`src/logic/level_monitor_pkg.sv`:
```
package level_monitor_pkg;
	localparam int SAMPLE_W = 14;
	localparam int THRESH_W = 13;
	localparam int NUM_VC = 8;
	localparam int NUM_DDC = 4;
	localparam logic [11:0] ADDR_APP_MODE = 12'h200;
	localparam logic [11:0] ADDR_DECIMATION = 12'h201;
	localparam logic [11:0] ADDR_UPPER_LOW = 12'h247;
	localparam logic [11:0] ADDR_UPPER_HIGH = 12'h248;
	localparam logic [11:0] ADDR_LOWER_LOW = 12'h249;
	localparam logic [11:0] ADDR_LOWER_HIGH = 12'h24a;
	localparam logic [11:0] ADDR_DWELL_LOW = 12'h24b;
	localparam logic [11:0] ADDR_DWELL_HIGH = 12'h24c;
	localparam logic [11:0] ADDR_OVR_CLEAR = 12'h562;
	localparam logic [11:0] ADDR_OVR_STATUS = 12'h563;
	localparam int MODE_LSB = 0;
	localparam int MODE_W = 4;
	localparam int Q_IGNORE_BIT = 5;
	localparam int DECIM_LSB = 0;
	localparam int DECIM_W = 4;
	localparam logic [7:0] RESET_APP_MODE = 8'h00;
	localparam logic [7:0] RESET_DECIMATION = 8'h01;
	localparam logic [15:0] RESET_UPPER = 16'h0fff;
	localparam logic [15:0] RESET_LOWER = 16'h0a1d;
	localparam logic [15:0] RESET_DWELL = 16'h0001;
	localparam logic [7:0] RESET_OVR_CLEAR = 8'h00;
	localparam logic [7:0] RESET_OVR_STATUS = 8'h00;
	localparam int CLK_HZ = 25_000_000;
	localparam int UPPER_LATENCY_MAX = 28;
	localparam int PIPE_DEPTH = 2;
	localparam int DEPTH_W = 3;
	localparam logic [DEPTH_W-1:0] PIPE_LEN = 3'h2;

	typedef enum logic [3:0] {
		MODE_FULL_BW = 4'b0000,
		MODE_ONE_DDC = 4'b0001,
		MODE_TWO_DDC = 4'b0010,
		MODE_FOUR_DDC = 4'b0011
	} app_mode_e;

	typedef struct packed {
		logic [SAMPLE_W-1:0] data;
		logic over;
		logic valid;
	} vc_sample_s;

	typedef struct packed {
		logic [11:0] addr;
		logic [7:0] wdata;
		logic wr;
		logic rd;
	} reg_req_s;
endpackage : level_monitor_pkg

```
`src/logic/sample_delay_line.sv`:
```
`timescale 1ns/1ps
// Equal-latency delay for sample plus its overrange flag
module sample_delay_line
	import level_monitor_pkg::*;
(
	input wire logic clk_i,
	input wire logic rst_b_i,
	input wire logic [SAMPLE_W:0] din_i,
	output logic [SAMPLE_W:0] dout_o
);
	logic [SAMPLE_W:0] stage [PIPE_DEPTH];

	always_ff @(posedge clk_i or negedge rst_b_i)
	begin
		if (!rst_b_i)
		begin
			for (int i = 0; i < PIPE_DEPTH; i++)
				stage[i] <= '0;
		end
		else
		begin
			stage[0] <= din_i;
			for (int i = 1; i < PIPE_DEPTH; i++)
				stage[i] <= stage[i-1];
		end
	end

	always_ff @(posedge clk_i or negedge rst_b_i)
	begin
		if (!rst_b_i)
			dout_o <= '0;
		else
			dout_o <= stage[PIPE_DEPTH-1];
	end
endmodule : sample_delay_line

```
`src/logic/overrange_fast_detect_mapper.sv`:
```
`timescale 1ns/1ps
module overrange_fast_detect_mapper
	import level_monitor_pkg::*;
(
	input wire logic clk_i,
	input wire logic rst_b_i,
	input wire logic [11:0] reg_addr_i,
	input wire logic [7:0] reg_wdata_i,
	input wire logic reg_wr_i,
	input wire logic reg_rd_i,
	output logic [7:0] reg_rdata_o,
	input wire logic [SAMPLE_W-1:0] sample_a_i,
	input wire logic [SAMPLE_W-1:0] sample_b_i,
	input wire logic over_a_i,
	input wire logic over_b_i,
	input wire logic [NUM_DDC-1:0][SAMPLE_W-1:0] ddc_i_i,
	input wire logic [NUM_DDC-1:0][SAMPLE_W-1:0] ddc_q_i,
	input wire logic [NUM_DDC-1:0] ddc_over_i,
	output logic level_alarm_out_a,
	output logic level_alarm_out_b,
	output logic [SAMPLE_W-1:0] sample_a_o,
	output logic [SAMPLE_W-1:0] sample_b_o,
	output logic over_ctrl_a_o,
	output logic over_ctrl_b_o,
	output vc_sample_s [NUM_VC-1:0] vc_o,
	output logic [3:0] app_mode_o,
	output logic q_ignore_o,
	output logic [3:0] decimation_o
);
	logic rst_sync1;
	logic rst_b;
	always_ff @(posedge clk_i or negedge rst_b_i)
	begin
		if (!rst_b_i)
		begin
			rst_sync1 <= 1'b0;
			rst_b <= 1'b0;
		end
		else
		begin
			rst_sync1 <= 1'b1;
			rst_b <= rst_sync1;
		end
	end

	reg_req_s req;
	assign req = '{addr: reg_addr_i, wdata: reg_wdata_i, wr: reg_wr_i, rd: reg_rd_i};

	logic [7:0] app_mode_reg;
	logic [7:0] decim_reg;
	logic [15:0] upper_thr;
	logic [15:0] lower_thr;
	logic [15:0] dwell_time;
	logic [7:0] ovr_clear;
	logic [7:0] ovr_status;

	always_ff @(posedge clk_i or negedge rst_b)
	begin
		if (!rst_b)
			upper_thr <= RESET_UPPER;
		else if (req.wr && req.addr == ADDR_UPPER_LOW)
			upper_thr[7:0] <= req.wdata;
		else if (req.wr && req.addr == ADDR_UPPER_HIGH)
			upper_thr[15:8] <= req.wdata;
	end

	always_ff @(posedge clk_i or negedge rst_b)
	begin
		if (!rst_b)
			lower_thr <= RESET_LOWER;
		else if (req.wr && req.addr == ADDR_LOWER_LOW)
			lower_thr[7:0] <= req.wdata;
		else if (req.wr && req.addr == ADDR_LOWER_HIGH)
			lower_thr[15:8] <= req.wdata;
	end

	always_ff @(posedge clk_i or negedge rst_b)
	begin
		if (!rst_b)
			dwell_time <= RESET_DWELL;
		else if (req.wr && req.addr == ADDR_DWELL_LOW)
			dwell_time[7:0] <= req.wdata;
		else if (req.wr && req.addr == ADDR_DWELL_HIGH)
			dwell_time[15:8] <= req.wdata;
	end

	always_ff @(posedge clk_i or negedge rst_b)
	begin
		if (!rst_b)
		begin
			app_mode_reg <= RESET_APP_MODE;
			decim_reg <= RESET_DECIMATION;
			ovr_clear <= RESET_OVR_CLEAR;
		end
		else if (req.wr)
		begin
			if (req.addr == ADDR_APP_MODE)
				app_mode_reg <= req.wdata;
			if (req.addr == ADDR_DECIMATION)
				decim_reg <= req.wdata;
			if (req.addr == ADDR_OVR_CLEAR)
				ovr_clear <= req.wdata;
		end
	end

	// Unused threshold bits read back as written; only 13 bits compare
	logic [7:0] next_rdata;
	always_comb
	begin
		next_rdata = 8'h00;
		case (req.addr)
			ADDR_APP_MODE: next_rdata = app_mode_reg;
			ADDR_DECIMATION: next_rdata = decim_reg;
			ADDR_UPPER_LOW: next_rdata = upper_thr[7:0];
			ADDR_UPPER_HIGH: next_rdata = upper_thr[15:8];
			ADDR_LOWER_LOW: next_rdata = lower_thr[7:0];
			ADDR_LOWER_HIGH: next_rdata = lower_thr[15:8];
			ADDR_DWELL_LOW: next_rdata = dwell_time[7:0];
			ADDR_DWELL_HIGH: next_rdata = dwell_time[15:8];
			ADDR_OVR_CLEAR: next_rdata = ovr_clear;
			ADDR_OVR_STATUS: next_rdata = ovr_status;
			default: next_rdata = 8'h00;
		endcase
	end

	always_ff @(posedge clk_i or negedge rst_b)
	begin
		if (!rst_b)
			reg_rdata_o <= 8'h00;
		else if (req.rd)
			reg_rdata_o <= next_rdata;
	end

	logic [THRESH_W-1:0] upper_cmp;
	logic [THRESH_W-1:0] lower_cmp;
	assign upper_cmp = upper_thr[THRESH_W-1:0];
	assign lower_cmp = lower_thr[THRESH_W-1:0];

	logic [1:0][SAMPLE_W-1:0] chan_in;
	logic [1:0] chan_over;
	logic [1:0][SAMPLE_W-1:0] chan_out;
	logic [1:0] chan_over_out;
	logic [1:0] alarm;
	assign chan_in[0] = sample_a_i;
	assign chan_in[1] = sample_b_i;
	assign chan_over[0] = over_a_i;
	assign chan_over[1] = over_b_i;

	for (genvar c = 0; c < 2; c++)
	begin : g_chan
		logic [THRESH_W-1:0] mag;
		logic [15:0] dwell_cnt;
		logic [SAMPLE_W-1:0] s;
		logic [SAMPLE_W-1:0] neg;
		logic [SAMPLE_W:0] dly_out;
		assign s = chan_in[c];
		assign neg = SAMPLE_W'(~s + 1'b1);
		// Most negative code saturates to full scale
		always_comb
		begin
			if (!s[SAMPLE_W-1])
				mag = s[THRESH_W-1:0];
			else if (neg[SAMPLE_W-1])
				mag = {THRESH_W{1'b1}};
			else
				mag = neg[THRESH_W-1:0];
		end

		always_ff @(posedge clk_i or negedge rst_b)
		begin
			if (!rst_b)
			begin
				alarm[c] <= 1'b0;
				dwell_cnt <= 16'h0000;
			end
			else if (mag > upper_cmp)
			begin
				alarm[c] <= 1'b1;
				dwell_cnt <= 16'h0000;
			end
			else if (alarm[c] && mag < lower_cmp)
			begin
				if (dwell_cnt >= dwell_time)
				begin
					alarm[c] <= 1'b0;
					dwell_cnt <= 16'h0000;
				end
				else
					dwell_cnt <= dwell_cnt + 16'h0001;
			end
			else
				dwell_cnt <= 16'h0000;
		end

		sample_delay_line u_dly (
			.clk_i(clk_i),
			.rst_b_i(rst_b),
			.din_i({chan_over[c], s}),
			.dout_o(dly_out)
		);
		assign chan_out[c] = dly_out[SAMPLE_W-1:0];
		assign chan_over_out[c] = dly_out[SAMPLE_W];
	end

	always_ff @(posedge clk_i or negedge rst_b)
	begin
		if (!rst_b)
		begin
			level_alarm_out_a <= 1'b0;
			level_alarm_out_b <= 1'b0;
		end
		else
		begin
			level_alarm_out_a <= alarm[0];
			level_alarm_out_b <= alarm[1];
		end
	end

	always_ff @(posedge clk_i or negedge rst_b)
	begin
		if (!rst_b)
		begin
			sample_a_o <= '0;
			sample_b_o <= '0;
			over_ctrl_a_o <= 1'b0;
			over_ctrl_b_o <= 1'b0;
		end
		else
		begin
			sample_a_o <= chan_out[0];
			sample_b_o <= chan_out[1];
			over_ctrl_a_o <= chan_over_out[0];
			over_ctrl_b_o <= chan_over_out[1];
		end
	end

	app_mode_e mode;
	logic q_ignore;
	always_comb
	begin
		case (app_mode_reg[MODE_LSB +: MODE_W])
			4'b0001: mode = MODE_ONE_DDC;
			4'b0010: mode = MODE_TWO_DDC;
			4'b0011: mode = MODE_FOUR_DDC;
			default: mode = MODE_FULL_BW;
		endcase
	end
	assign q_ignore = app_mode_reg[Q_IGNORE_BIT];

	vc_sample_s [NUM_VC-1:0] next_vc;
	always_comb
	begin
		next_vc = '0;
		case (mode)
			MODE_FULL_BW:
			begin
				next_vc[0] = '{data: sample_a_i, over: over_a_i, valid: 1'b1};
				next_vc[1] = '{data: sample_b_i, over: over_b_i, valid: 1'b1};
			end
			MODE_ONE_DDC, MODE_TWO_DDC, MODE_FOUR_DDC:
			begin
				for (int d = 0; d < NUM_DDC; d++)
				begin
					if (d < (mode == MODE_ONE_DDC ? 1 : (mode == MODE_TWO_DDC ? 2 : 4)))
					begin
						if (q_ignore)
							next_vc[d] = '{data: ddc_i_i[d], over: ddc_over_i[d], valid: 1'b1};
						else
						begin
							next_vc[2*d] = '{data: ddc_i_i[d], over: ddc_over_i[d], valid: 1'b1};
							next_vc[2*d+1] = '{data: ddc_q_i[d], over: ddc_over_i[d], valid: 1'b1};
						end
					end
				end
			end
			default: next_vc = '0;
		endcase
	end

	always_ff @(posedge clk_i or negedge rst_b)
	begin
		if (!rst_b)
			vc_o <= '0;
		else
			vc_o <= next_vc;
	end

	always_ff @(posedge clk_i or negedge rst_b)
	begin
		if (!rst_b)
			ovr_status <= RESET_OVR_STATUS;
		else
			for (int v = 0; v < NUM_VC; v++)
				if (next_vc[v].valid && next_vc[v].over)
					ovr_status[v] <= 1'b1;
				else if (ovr_clear[v])
					ovr_status[v] <= 1'b0;
	end

	always_ff @(posedge clk_i or negedge rst_b)
	begin
		if (!rst_b)
		begin
			app_mode_o <= RESET_APP_MODE[3:0];
			q_ignore_o <= 1'b0;
			decimation_o <= RESET_DECIMATION[3:0];
		end
		else
		begin
			app_mode_o <= app_mode_reg[MODE_LSB +: MODE_W];
			q_ignore_o <= q_ignore;
			decimation_o <= decim_reg[DECIM_LSB +: DECIM_W];
		end
	end
endmodule : overrange_fast_detect_mapper

```
`config.mk`:
```
export PLATFORM = sky130hd
export DESIGN_NAME = overrange_fast_detect_mapper
export DESIGN_NICKNAME = d
export VERILOG_FILES = /design/src/logic/level_monitor_pkg.sv /design/src/logic/sample_delay_line.sv /design/src/logic/overrange_fast_detect_mapper.sv
export SDC_FILE = /design/constraint.sdc
export NUM_CORES = 1
export LEC_CHECK = 0
export BUFFER_PORTS_ARGS = -buffer_cell sky130_fd_sc_hd__buf_2
export CAP_MARGIN = 0
export CORE_MARGIN = 10
export CORE_UTILIZATION = 46
export DETAILED_ROUTE_END_ITERATION = 10
export PLACE_DENSITY = 0.72
export SETUP_SLACK_MARGIN = 0.3
export SLEW_MARGIN = 20
export SYNTH_ARGS = -nofsm -noshare
export SYNTH_HDL_FRONTEND = slang
export SYNTH_HIERARCHICAL = 1
export SYNTH_SLANG_ARGS = --single-unit
```
`constraint.sdc`:
```
create_clock -name clk_i -period 11.27 [get_ports clk_i]
set_input_delay 2.254 -clock clk_i [delete_from_list [all_inputs] [get_ports clk_i]]
set_output_delay 2.254 -clock clk_i [all_outputs]
set_load 0.1 [all_outputs]
```
==> flow_summary.ini, run 1 <==
[timing]
setup_viol = 0
fin_setup_tns_ps = 0
worst_pin_slew_ps = 1010
maxSlewHeadroom_pct = 32.8
rsz0062_at_grt = no
fin_skew_ps = 18.1
max_freq_ghz = 0.182
drv_slew = 0
final_hold_viol_count = 0
period_share_pct = 48.9
period_needed_ps = 5510
whs_ps = 344
worst_slack_ps = 5760

[critical_path]
worst_path_max_delay_cell = nand4b_1
slowest_delay_ps = 680
cp.required_ps = 11680
crit_path_end_kind = flip-flop
path_class = in -> reg
critPathMaxFanout = 16
arrival_ps = 5910
crit_path_cell_trace = buf_2 -> nor4_1 -> and2_1 -> nand3_1 -> nand2_1 -> ha_1 -> a211oi_1 -> o211ai_1 -> o211ai_1 -> nand4b_1 -> nor4_1
r2r_cells = 7
critPathLaunchType = input pin

[cells_and_area]
regArea_sq_um = 9460
final_cell_count_no_fill = 2175
fillers = 2923
multiInputGateArea_sq_um = 6190
synthToLayoutAreaGrowth_pct = 21.9
final_util_pct = 57.0
fin_area_sq_um = 19700
top_register = vc_o
layout-drive-gt1-share_pct = 31.8
reg_top3 = vc_o: 122 flops, g_chan.u_dly/stage: 60 flops, g_chan.dwell_cnt: 32 flops
largest_reg_flops = 122
fin_nets = 1943

[yosys]
yosys_warnings = 6
syn_inst = 1341
ys_seq_area_share_pct = 58.6
yosys_most_used_dff = dfrtp_1
yosysTopAreaCell = dfrtp_1
synthTopCellsByArea = dfrtp_1, ha_1, mux2_2
synth_edf_count = 0
synth_seq_cells = 377
ys_async_sr_fraction_pct = 100
syn_area_per_cell_sq_um = 12.0
synth_top_area_share_pct = 55.2
synth_area_sq_um = 16100
ys_types = 78

[route]
postRouteAntennaNets = 0
vias = 12000
drt_iter0_markers = 1096
drc = 0
totalWireLength_um = 47600
wl_per_cell_um = 21.9
drt_pass1_iterations = 5
vias_per_cell = 5.53

[clock_network]
path_clk_slew_ps = 60
ctsHtreeMaxLevel = 2
clock_sinks = 377
clock_latency_ps = 530
cts-resized-gates = 0
cts_tree = built
cts_setup_buffers = 0
cts_root_buf = clkbuf_16
hold_buffers = 0
max-clock-path-buffers = 3
numCtsBuffers = 40

[placed_design]
placed_cells = 2097
port_buffers = 346
gp_congestion = 0.936
place_area_sq_um = 18300
dpl.hpwl_um = 35700
place_ws_ps = 5320

[power]
irDropWorstVdd_mv = 0.113
comb_power_share_pct = 10.5
p_total_mw = 3.06
p_seq_share_pct = 45.9
p_int_mw = 2.28
powerDensity_nw_per_um2 = 156
p_leak_nw = 9.65
switching_share_pct = 25.7
switchingPower_mw = 0.788
pwr-share-clk_pct = 43.6

[worst_hold_path]
hold_path.class = reg -> reg
hold_path_depth = 0

[status]
status = finished, final reports clean

[floorplan]
die_w_um = 207
die_h_um = 207
io_pins = 347
coreArea_sq_um = 34500
rows = 68
dieArea_sq_um = 43000
start_util_pct = 46.7

[global_route]
grt_max_degree = 183
grt_pass1_wl_um = 74100
antenna_found_initial = 7
grt_overflow = 0
grt_pass1_vias = 12100
track_usage_pct = 21.7

[run]
drv_cap = 0
-- logic make-up after synthesis --
family	after synthesis	synth area share, %
adder cells (fa/ha/maj)	88	6.82
AO/OA/AOI/OAI	219	9.25
buffers and inverters	119	3.14
flip-flops	377	58.6
multiplexers	90	6.24
other	1	0.0232
XOR/XNOR	45	2.44
AND/OR/NAND/NOR	402	13.4
-- power groups by stage --
stage                     logic (mW)  clock network (mW)  registers [mW]
after global routing           0.348                1.43            1.41
final                          0.322                1.34            1.41
after CTS                      0.322                1.36            1.41
after detailed placement       0.320                   0            1.43
after floorplan               0.0929                   0            1.55
after global placement         0.316                   0            1.43
-- worst paths after layout --
kind	end	start	slack (ps)
max	g_chan[0].dwell_cnt[5]$_DFF_PN0_	sample_a_i[2]	5760
min	sample_b_o[4]$_DFF_PN0_	g_chan[1].u_dly/dout_o[4]$_DFF_PN0_	340
max reg2reg	g_chan[0].dwell_cnt[5]$_DFF_PN0_	lower_thr[2]$_DFFE_PN1P_	8340
min reg2reg	sample_b_o[4]$_DFF_PN0_	g_chan[1].u_dly/dout_o[4]$_DFF_PN0_	340
max in group asynchronous	lower_thr[1]$_DFFE_PN0P_	rst_b$_DFF_PN0_	8740
min in group asynchronous	reg_rdata_o[6]$_DFFE_PN0P_	rst_b$_DFF_PN0_	380
-- Yosys cell counts (all sizes together), types with 6 or more instances --
| cell | instances |
|---|---|
| a211oi | 9 |
| a21o | 9 |
| a21oi | 45 |
| a222oi | 6 |
| a22o | 7 |
| a22oi | 37 |
| a31oi | 7 |
| and2 | 62 |
| and3 | 12 |
| and4 | 8 |
| buf | 15 |
| clkbuf | 41 |
| dfrtp | 356 |
| dfstp | 21 |
| ha | 88 |
| inv | 63 |
| mux2 | 84 |
| mux2i | 6 |
| nand2 | 92 |
| nand2b | 7 |
| nand3 | 33 |
| nand4 | 18 |
| nor2 | 79 |
| nor2b | 7 |
| nor3 | 13 |
| nor3b | 14 |
| nor4 | 38 |
| o211ai | 6 |
| o21ai | 48 |
| o31ai | 6 |
| xnor2 | 19 |
| xor2 | 26 |
-- final cells by class --
type	count	area share (%)
clock buffer	55	5.84
multi-input combinational	846	31.5
tap	455	2.89
antenna	7	0.0890
inverter	63	1.20
sequential	377	48.1
clock inverter	15	1.01
timing repair buffer	357	9.39
-- routing by layer --
metal / global-route usage [%] / wire length, um / vias up / part of all wire (%)
met2: 35.1 / 23200 / 446 / 49
met1: 28.6 / 20200 / 6039 / 42
li1: - / - / 5462 / -
met5: 0 / 0 / - / 0
met3: 4.69 / 3110 / 84 / 6.5
met4: 6.77 / 1150 / 0 / 2.4
-- placed cells by master (no fill, tap or decap), types with 11 or more instances in the layout --
cell type / netlist / layout
xnor2_1: 19 / 19
mux2_2: 84 / 84
nor4_1: 37 / 37
a22oi_1: 37 / 37
nand3_1: 33 / 33
nand2_1: 92 / 92
dfstp_2: 21 / 21
inv_1: 63 / 63
clkbuf_16: 0 / 41
nand4_1: 18 / 18
nor3_1: 12 / 11
dfrtp_1: 356 / 355
nor3b_1: 14 / 14
nor2_1: 76 / 74
o21ai_0: 42 / 42
ha_1: 88 / 87
a21oi_1: 45 / 45
and3_1: 12 / 12
and2_1: 61 / 61
buf_2: 5 / 346
xor2_1: 26 / 26
-- worst max-delay path: cells and delay by family --
family	cells	cell delay [ps]
AO/OA/AOI/OAI	3	650
adder cells (fa/ha/maj)	1	260
buffers and inverters	1	140
AND/OR/NAND/NOR	6	2580
Note: power is estimated with default switching activity, not from simulation.
==> inputs of run 2 (changes only) <==
--- a/config.mk
+++ b/config.mk
@@ -5,12 +5,13 @@
 export SDC_FILE = /design/constraint.sdc
 export NUM_CORES = 1
 export LEC_CHECK = 0
+export ABC_AREA = 1
 export BUFFER_PORTS_ARGS = -buffer_cell sky130_fd_sc_hd__buf_2
 export CAP_MARGIN = 0
 export CORE_MARGIN = 10
 export CORE_UTILIZATION = 46
 export DETAILED_ROUTE_END_ITERATION = 10
-export PLACE_DENSITY = 0.72
+export PLACE_DENSITY = 0.69
 export SETUP_SLACK_MARGIN = 0.3
 export SLEW_MARGIN = 20
 export SYNTH_ARGS = -nofsm -noshare
==> constraint.sdc (replaced) <==
create_clock -name clk_i -period 5.4 [get_ports clk_i]
set_input_delay 1.08 -clock clk_i [delete_from_list [all_inputs] [get_ports clk_i]]
set_output_delay 1.08 -clock clk_i [all_outputs]
set_load 0.1 [all_outputs]
==> flow_summary.ini, run 2 <==
[yosys]
syn_inst = 1750
ys_seq_area_share_pct = 57.3
yosysMostFrequentCell = nand2_1
synthTopCellsByArea = dfrtp_1, nand2_1, ha_1
synth_seq_cells = 377
synth_area_sq_um = 16500
yosysTopAreaCell = dfrtp_1
synth_edf_count = 0
ys_top_cells_by_count = nand2_1, dfrtp_1, inv_1
synth_top_area_share_pct = 54.0
ys_types = 45
ys_async_sr_fraction_pct = 100
yosys_warnings = 6
syn_area_per_cell_sq_um = 9.43
yosys_most_used_dff = dfrtp_1

[floorplan]
dieArea_sq_um = 43900
coreArea_sq_um = 35500
start_util_pct = 46.5
die_w_um = 209
io_pins = 347
rows = 69
die_h_um = 209

[route]
drt_iter0_markers = 1226
vias_per_cell = 5.14
postRouteAntennaNets = 0
drc = 0
totalWireLength_um = 51500
drt_pass1_iterations = 5
vias = 13300
wl_per_cell_um = 19.9

[placed_design]
port_buffers = 346
gp_congestion = 0.918
dpl.hpwl_um = 39400
place_ws_ps = 998
placed_cells = 2518

[clock_network]
clock_latency_ps = 540
cts_tree = built
hold_buffers = 0
cts-resized-gates = 0
cts_setup_buffers = 0
max-clock-path-buffers = 3
clock_sinks = 377
cts_root_buf = clkbuf_16
path_clk_slew_ps = 60
numCtsBuffers = 39
ctsHtreeMaxLevel = 2

[cells_and_area]
synthToLayoutAreaGrowth_pct = 21.0
layout_common_cells = nand2_1, dfrtp_1, buf_2
final_common_cell = nand2_1
largest_reg_flops = 122
final_cell_count_no_fill = 2591
fin_nets = 2356
reg_top3 = vc_o: 122 flops, g_chan.u_dly/stage: 60 flops, g_chan.dwell_cnt: 32 flops
top_register = vc_o
layout-drive-gt1-share_pct = 23.2

[timing]
maxSlewHeadroom_pct = 31.0
drv_slew = 0
setup_viol = 0
period_share_pct = 71.9
period_needed_ps = 3880
max_freq_ghz = 0.258
fin_setup_tns_ps = 0
final_hold_viol_count = 0
worst_slack_ps = 1520
worst_pin_slew_ps = 1030
fin_skew_ps = 10.9
rsz0062_at_grt = no

[power]
switchingPower_mw = 1.63
p_leak_nw = 10.5
comb_power_share_pct = 9.9
p_int_mw = 4.67
switching_share_pct = 25.9
powerDensity_nw_per_um2 = 316
p_seq_share_pct = 46.5
pwr-share-clk_pct = 43.6
irDropWorstVdd_mv = 0.230

[critical_path]
path_class = in -> reg
critPathLaunchType = input pin
r2r_end = ovr_status[1]$_DFFE_PN0P_
cp.required_ps = 5870
arrival_ps = 4350
r2r_cells = 10
crit_path_end_kind = flip-flop
critPathMaxFanout = 10
r2r-start = app_mode_reg[3]$_DFFE_PN0P_
r2r_slack_ps = 2220

[status]
status = finished, final reports clean

[global_route]
grt_max_degree = 170
track_usage_pct = 23.0
grt_overflow = 0
antenna_found_initial = 6
grt_pass1_wl_um = 78800
grt_pass1_vias = 13100

[run]
drv_cap = 0

[worst_hold_path]
hold_path.class = in -> async
## run 2: cell types whose count changed after synthesis, sizes merged, moves of 25 or more
cell / change
nand2: +318
inv: +148
nor2: +88
mux2: -84
o21ai: +83
nand3: +82
and2: -62
nor4: -37
nor3: +30
a22oi: -25
## run 2: cell type report
| class | instances | area (sq um) |
|---|---|---|
| multi-input cells | 1112 | 5980 |
| repair buffers | 354 | 1820 |
| diodes | 1 | 2.50 |
| flip-flops and latches | 377 | 9460 |
| clock inverters | 14 | 173 |
| inverters | 214 | 803 |
| well taps | 461 | 577 |
| clock buffers | 58 | 1150 |
| fillers | 3043 | 15500 |
## run 2: stage by stage
step	power [mW]	cell area (sq um)	hold slack, ps	util, %
after global placement	3.60	18600	331	52.5
after detailed placement	3.61	18600	335	52.5
final	6.30	20000	315	56.3
after floorplan	3.40	16500	331	-
after global routing	6.54	20000	300	56.3
after CTS	6.35	20000	298	56.3
## run 2: how the worst max path moves through the flow
stage                               start                               end  slack (ps)  cells past startpoint
final                       sample_b_i[0]  g_chan[1].dwell_cnt[4]$_DFF_PN0_        1520                     20
after global placement      sample_b_i[0]  g_chan[1].dwell_cnt[5]$_DFF_PN0_        1140                     20
after floorplan           rst_b$_DFF_PN0_              alarm[0]$_DFFE_PN0P_        1700                      0
after detailed placement    sample_b_i[0]  g_chan[1].dwell_cnt[4]$_DFF_PN0_        1000                     20
after global routing        sample_b_i[0]  g_chan[1].dwell_cnt[4]$_DFF_PN0_        1000                     20
after CTS                   sample_b_i[0]  g_chan[1].dwell_cnt[4]$_DFF_PN0_        1540                     20
## run 2: worst max-delay path, stage by stage
cell and delay, ps:
buf_2 140, inv_1 120, ha_1 160, inv_1 50
nor3_2 160, nand3_1 120, nor3_1 250, nand2_1 140
o21ai_1 180, inv_1 60, nand2_1 50, nand3_1 90
ha_1 320, nand2_1 90, inv_1 40, nand3_1 80
inv_1 50, a21oi_1 660, nand3_2 300, nor2_1 180
## run 2: power by group through the flow
stage	logic [mW]	clock network, mW	registers [mW]
final	0.623	2.75	2.93
after global routing	0.677	2.93	2.94
after CTS	0.627	2.79	2.93
after detailed placement	0.624	0	2.98
after global placement	0.614	0	2.98
after floorplan	0.181	0	3.22
## run 2: logic make-up after synthesis
group | share of synthesized area, %
flops | 57.3
fa+ha+maj | 6.67
other cells | 0.0227
xor+xnor | 1.54
compound gates | 7.35
buf+inv | 6.52
simple gates | 20.6
## run 2: routing by layer
metal / part of all wire (%) / vias up / track usage, % / wire length (um)
met5: 0.11 / - / 0 / 55
met2: 48 / 515 / 38.0 / 24500
met4: 2.8 / 10 / 6.70 / 1430
li1: - / 6312 / - / -
met3: 7.9 / 91 / 5.11 / 4060
met1: 42 / 6400 / 29.6 / 21500
==> inputs of run 3 (changes only) <==
==> constraint.sdc (replaced) <==
create_clock -name clk_i -period 3.6 [get_ports clk_i]
set_input_delay 0.72 -clock clk_i [delete_from_list [all_inputs] [get_ports clk_i]]
set_output_delay 0.72 -clock clk_i [all_outputs]
set_load 0.1 [all_outputs]
==> flow_summary.ini, run 3 (same netlist as run 2, synthesis figures left out) <==
[global_route]
grt_pass1_vias = 13300
grt_use_met3_pct = 5.26
track_usage_pct = 23.1
grt_busiest_layer = met2
use_met2_pct = 38.1
grt_pass1_wl_um = 79500
grt_max_degree = 115
antenna_found_initial = 6
grt_overflow = 0
met1_usage_pct = 29.7

[worst_hold_path]
hold_path.class = reg -> async

[critical_path]
worst_path_max_delay_cell = ha_4
crit_path_cell_trace = buf_2 -> inv_2 -> ha_1 -> inv_1 -> nor3_4 -> nand3_2 -> nor3_4 -> nand2_2 -> o21ai_2 -> inv_1 -> nand2_1 -> nand3_2 -> ha_4 -> nand2_1 -> nor2_2 -> nand2_1 -> nor2_2 -> nand3_2 -> nand2_4 -> nand3_2 -> or2_0 -> nor2_2
critPathMaxFanout = 5
crit_path_end_kind = flip-flop
path_class = in -> reg
critPathLaunchType = input pin
cp.required_ps = 4060
crit_start = sample_b_i[0]
slowest_delay_ps = 320
worst_path_most_repeated_cell = nand3_2
arrival_ps = 3620
r2r-start = app_mode_reg[3]$_DFFE_PN0P_

[placed_design]
placed_cells = 2529
dpl.hpwl_um = 40400
port_buffers = 346
gp_congestion = 0.950
place_ws_ps = -120

[route]
postRouteAntennaNets = 0
drc = 0
drt_iter0_markers = 1179
vias = 13500
totalWireLength_um = 52600
drt_pass1_iterations = 5
wl_per_cell_um = 20.1
vias_per_cell = 5.18

[timing]
max_freq_ghz = 0.316
drv_slew = 0
worst_pin_slew_ps = 990
rsz0062_at_grt = yes
period_share_pct = 87.8
maxSlewHeadroom_pct = 34.0
setup_viol = 0
fin_skew_ps = 24.3
period_needed_ps = 3160
worst_slack_ps = 438
final_hold_viol_count = 0
fin_setup_tns_ps = 0

[floorplan]
die_h_um = 209
start_util_pct = 46.5
io_pins = 347
rows = 69
coreArea_sq_um = 35500
dieArea_sq_um = 43900
die_w_um = 209

[clock_network]
clock_latency_ps = 540
clock_sinks = 377
max-clock-path-buffers = 3
numCtsBuffers = 40
cts_root_buf = clkbuf_16
ctsHtreeMaxLevel = 2
cts_tree = built
path_clk_slew_ps = 60

[cells_and_area]
final_cell_count_no_fill = 2612
layout-drive-gt1-share_pct = 24.1
top_register = vc_o
largest_reg_flops = 122
multiInputGateArea_sq_um = 6060
fin_nets = 2376
synthToLayoutAreaGrowth_pct = 22.1
layout_common_cells = nand2_1, dfrtp_1, buf_2
regArea_sq_um = 9460
reg_top3 = vc_o: 122 flops, g_chan.u_dly/stage: 60 flops, g_chan.dwell_cnt: 32 flops
final_common_cell = nand2_1
fillers = 3114
final_util_pct = 56.8

[run]
drv_cap = 0

[status]
status = finished, final reports clean

[power]
p_leak_nw = 10.5
powerDensity_nw_per_um2 = 463
p_total_mw = 9.32
irDropWorstVdd_mv = 0.370
[run 3: cell count changes in the layout (fill, tap and decap cells not counted), sizes merged]
cell,before,now
nand3,115,116
diode,1,2
inv,212,213
buf,354,371
clkinvlp,2,0
clkbuf,58,63
bufinv,3,0
dlygate4sd3,0,1
[run 3: routing by layer]
metal | vias up | wire length [um]
li1 | 6357 | -
met1 | 6547 | 21800
met2 | 517 | 25100
met3 | 102 | 4030
met4 | 8 | 1600
met5 | - | 56
[run 3: final cells by class]
type                    count  share of cell area [%]
clock inverters            10                   0.416
inverters                 214                    3.99
clock buffers              63                    5.84
well taps                 461                    2.86
flip-flops and latches    377                    47.0
repair buffers            372                    9.82
multi-input cells        1113                    30.1
diodes                      2                  0.0248
[run 3: final timing paths]
check	to	slack, ps	depth (start not counted)
max reg2reg	ovr_status[7]$_DFFE_PN0P_	1160	11
max	g_chan[1].dwell_cnt[10]$_DFF_PN0_	440	22
min in group clk_i	g_chan[0].u_dly/stage[17]$_DFF_PN0_	310	1
min	vc_o[21]$_DFF_PN0_	200	0
min reg2reg	vc_o[21]$_DFF_PN0_	200	0
max in group asynchronous	reg_rdata_o[6]$_DFFE_PN0P_	2470	1
[run 3: repair_timing]
item / CTS / global route
hold buffers: 1 / 0
hold endpoints to repair: 2 / 0
endpoints found under the setup margin: 0 / 34
buffers inserted: 0 / 6
gates resized for setup: 0 / 12
[run 3: worst max-delay path, delay by kind of cell]
family / cells / cell delay (ps)
AND/OR/NAND/NOR: 15 / 1950
adder cells (fa/ha/maj): 2 / 460
buffers and inverters: 4 / 320
AO/OA/AOI/OAI: 1 / 160
[run 3: through the flow]
stage / hold WS, ps / cell area [sq um]
floorplan: 331 / 16500
global placement: 200 / 18800
detailed placement: 196 / 18800
CTS: 205 / 20000
global route: 212 / 20100
finish: 203 / 20200
[run 3: where the power goes]
part,internal [mW],switching (mW)
clock,2.26,1.69
combinational,0.229,0.749
sequential,4.35,0.0476
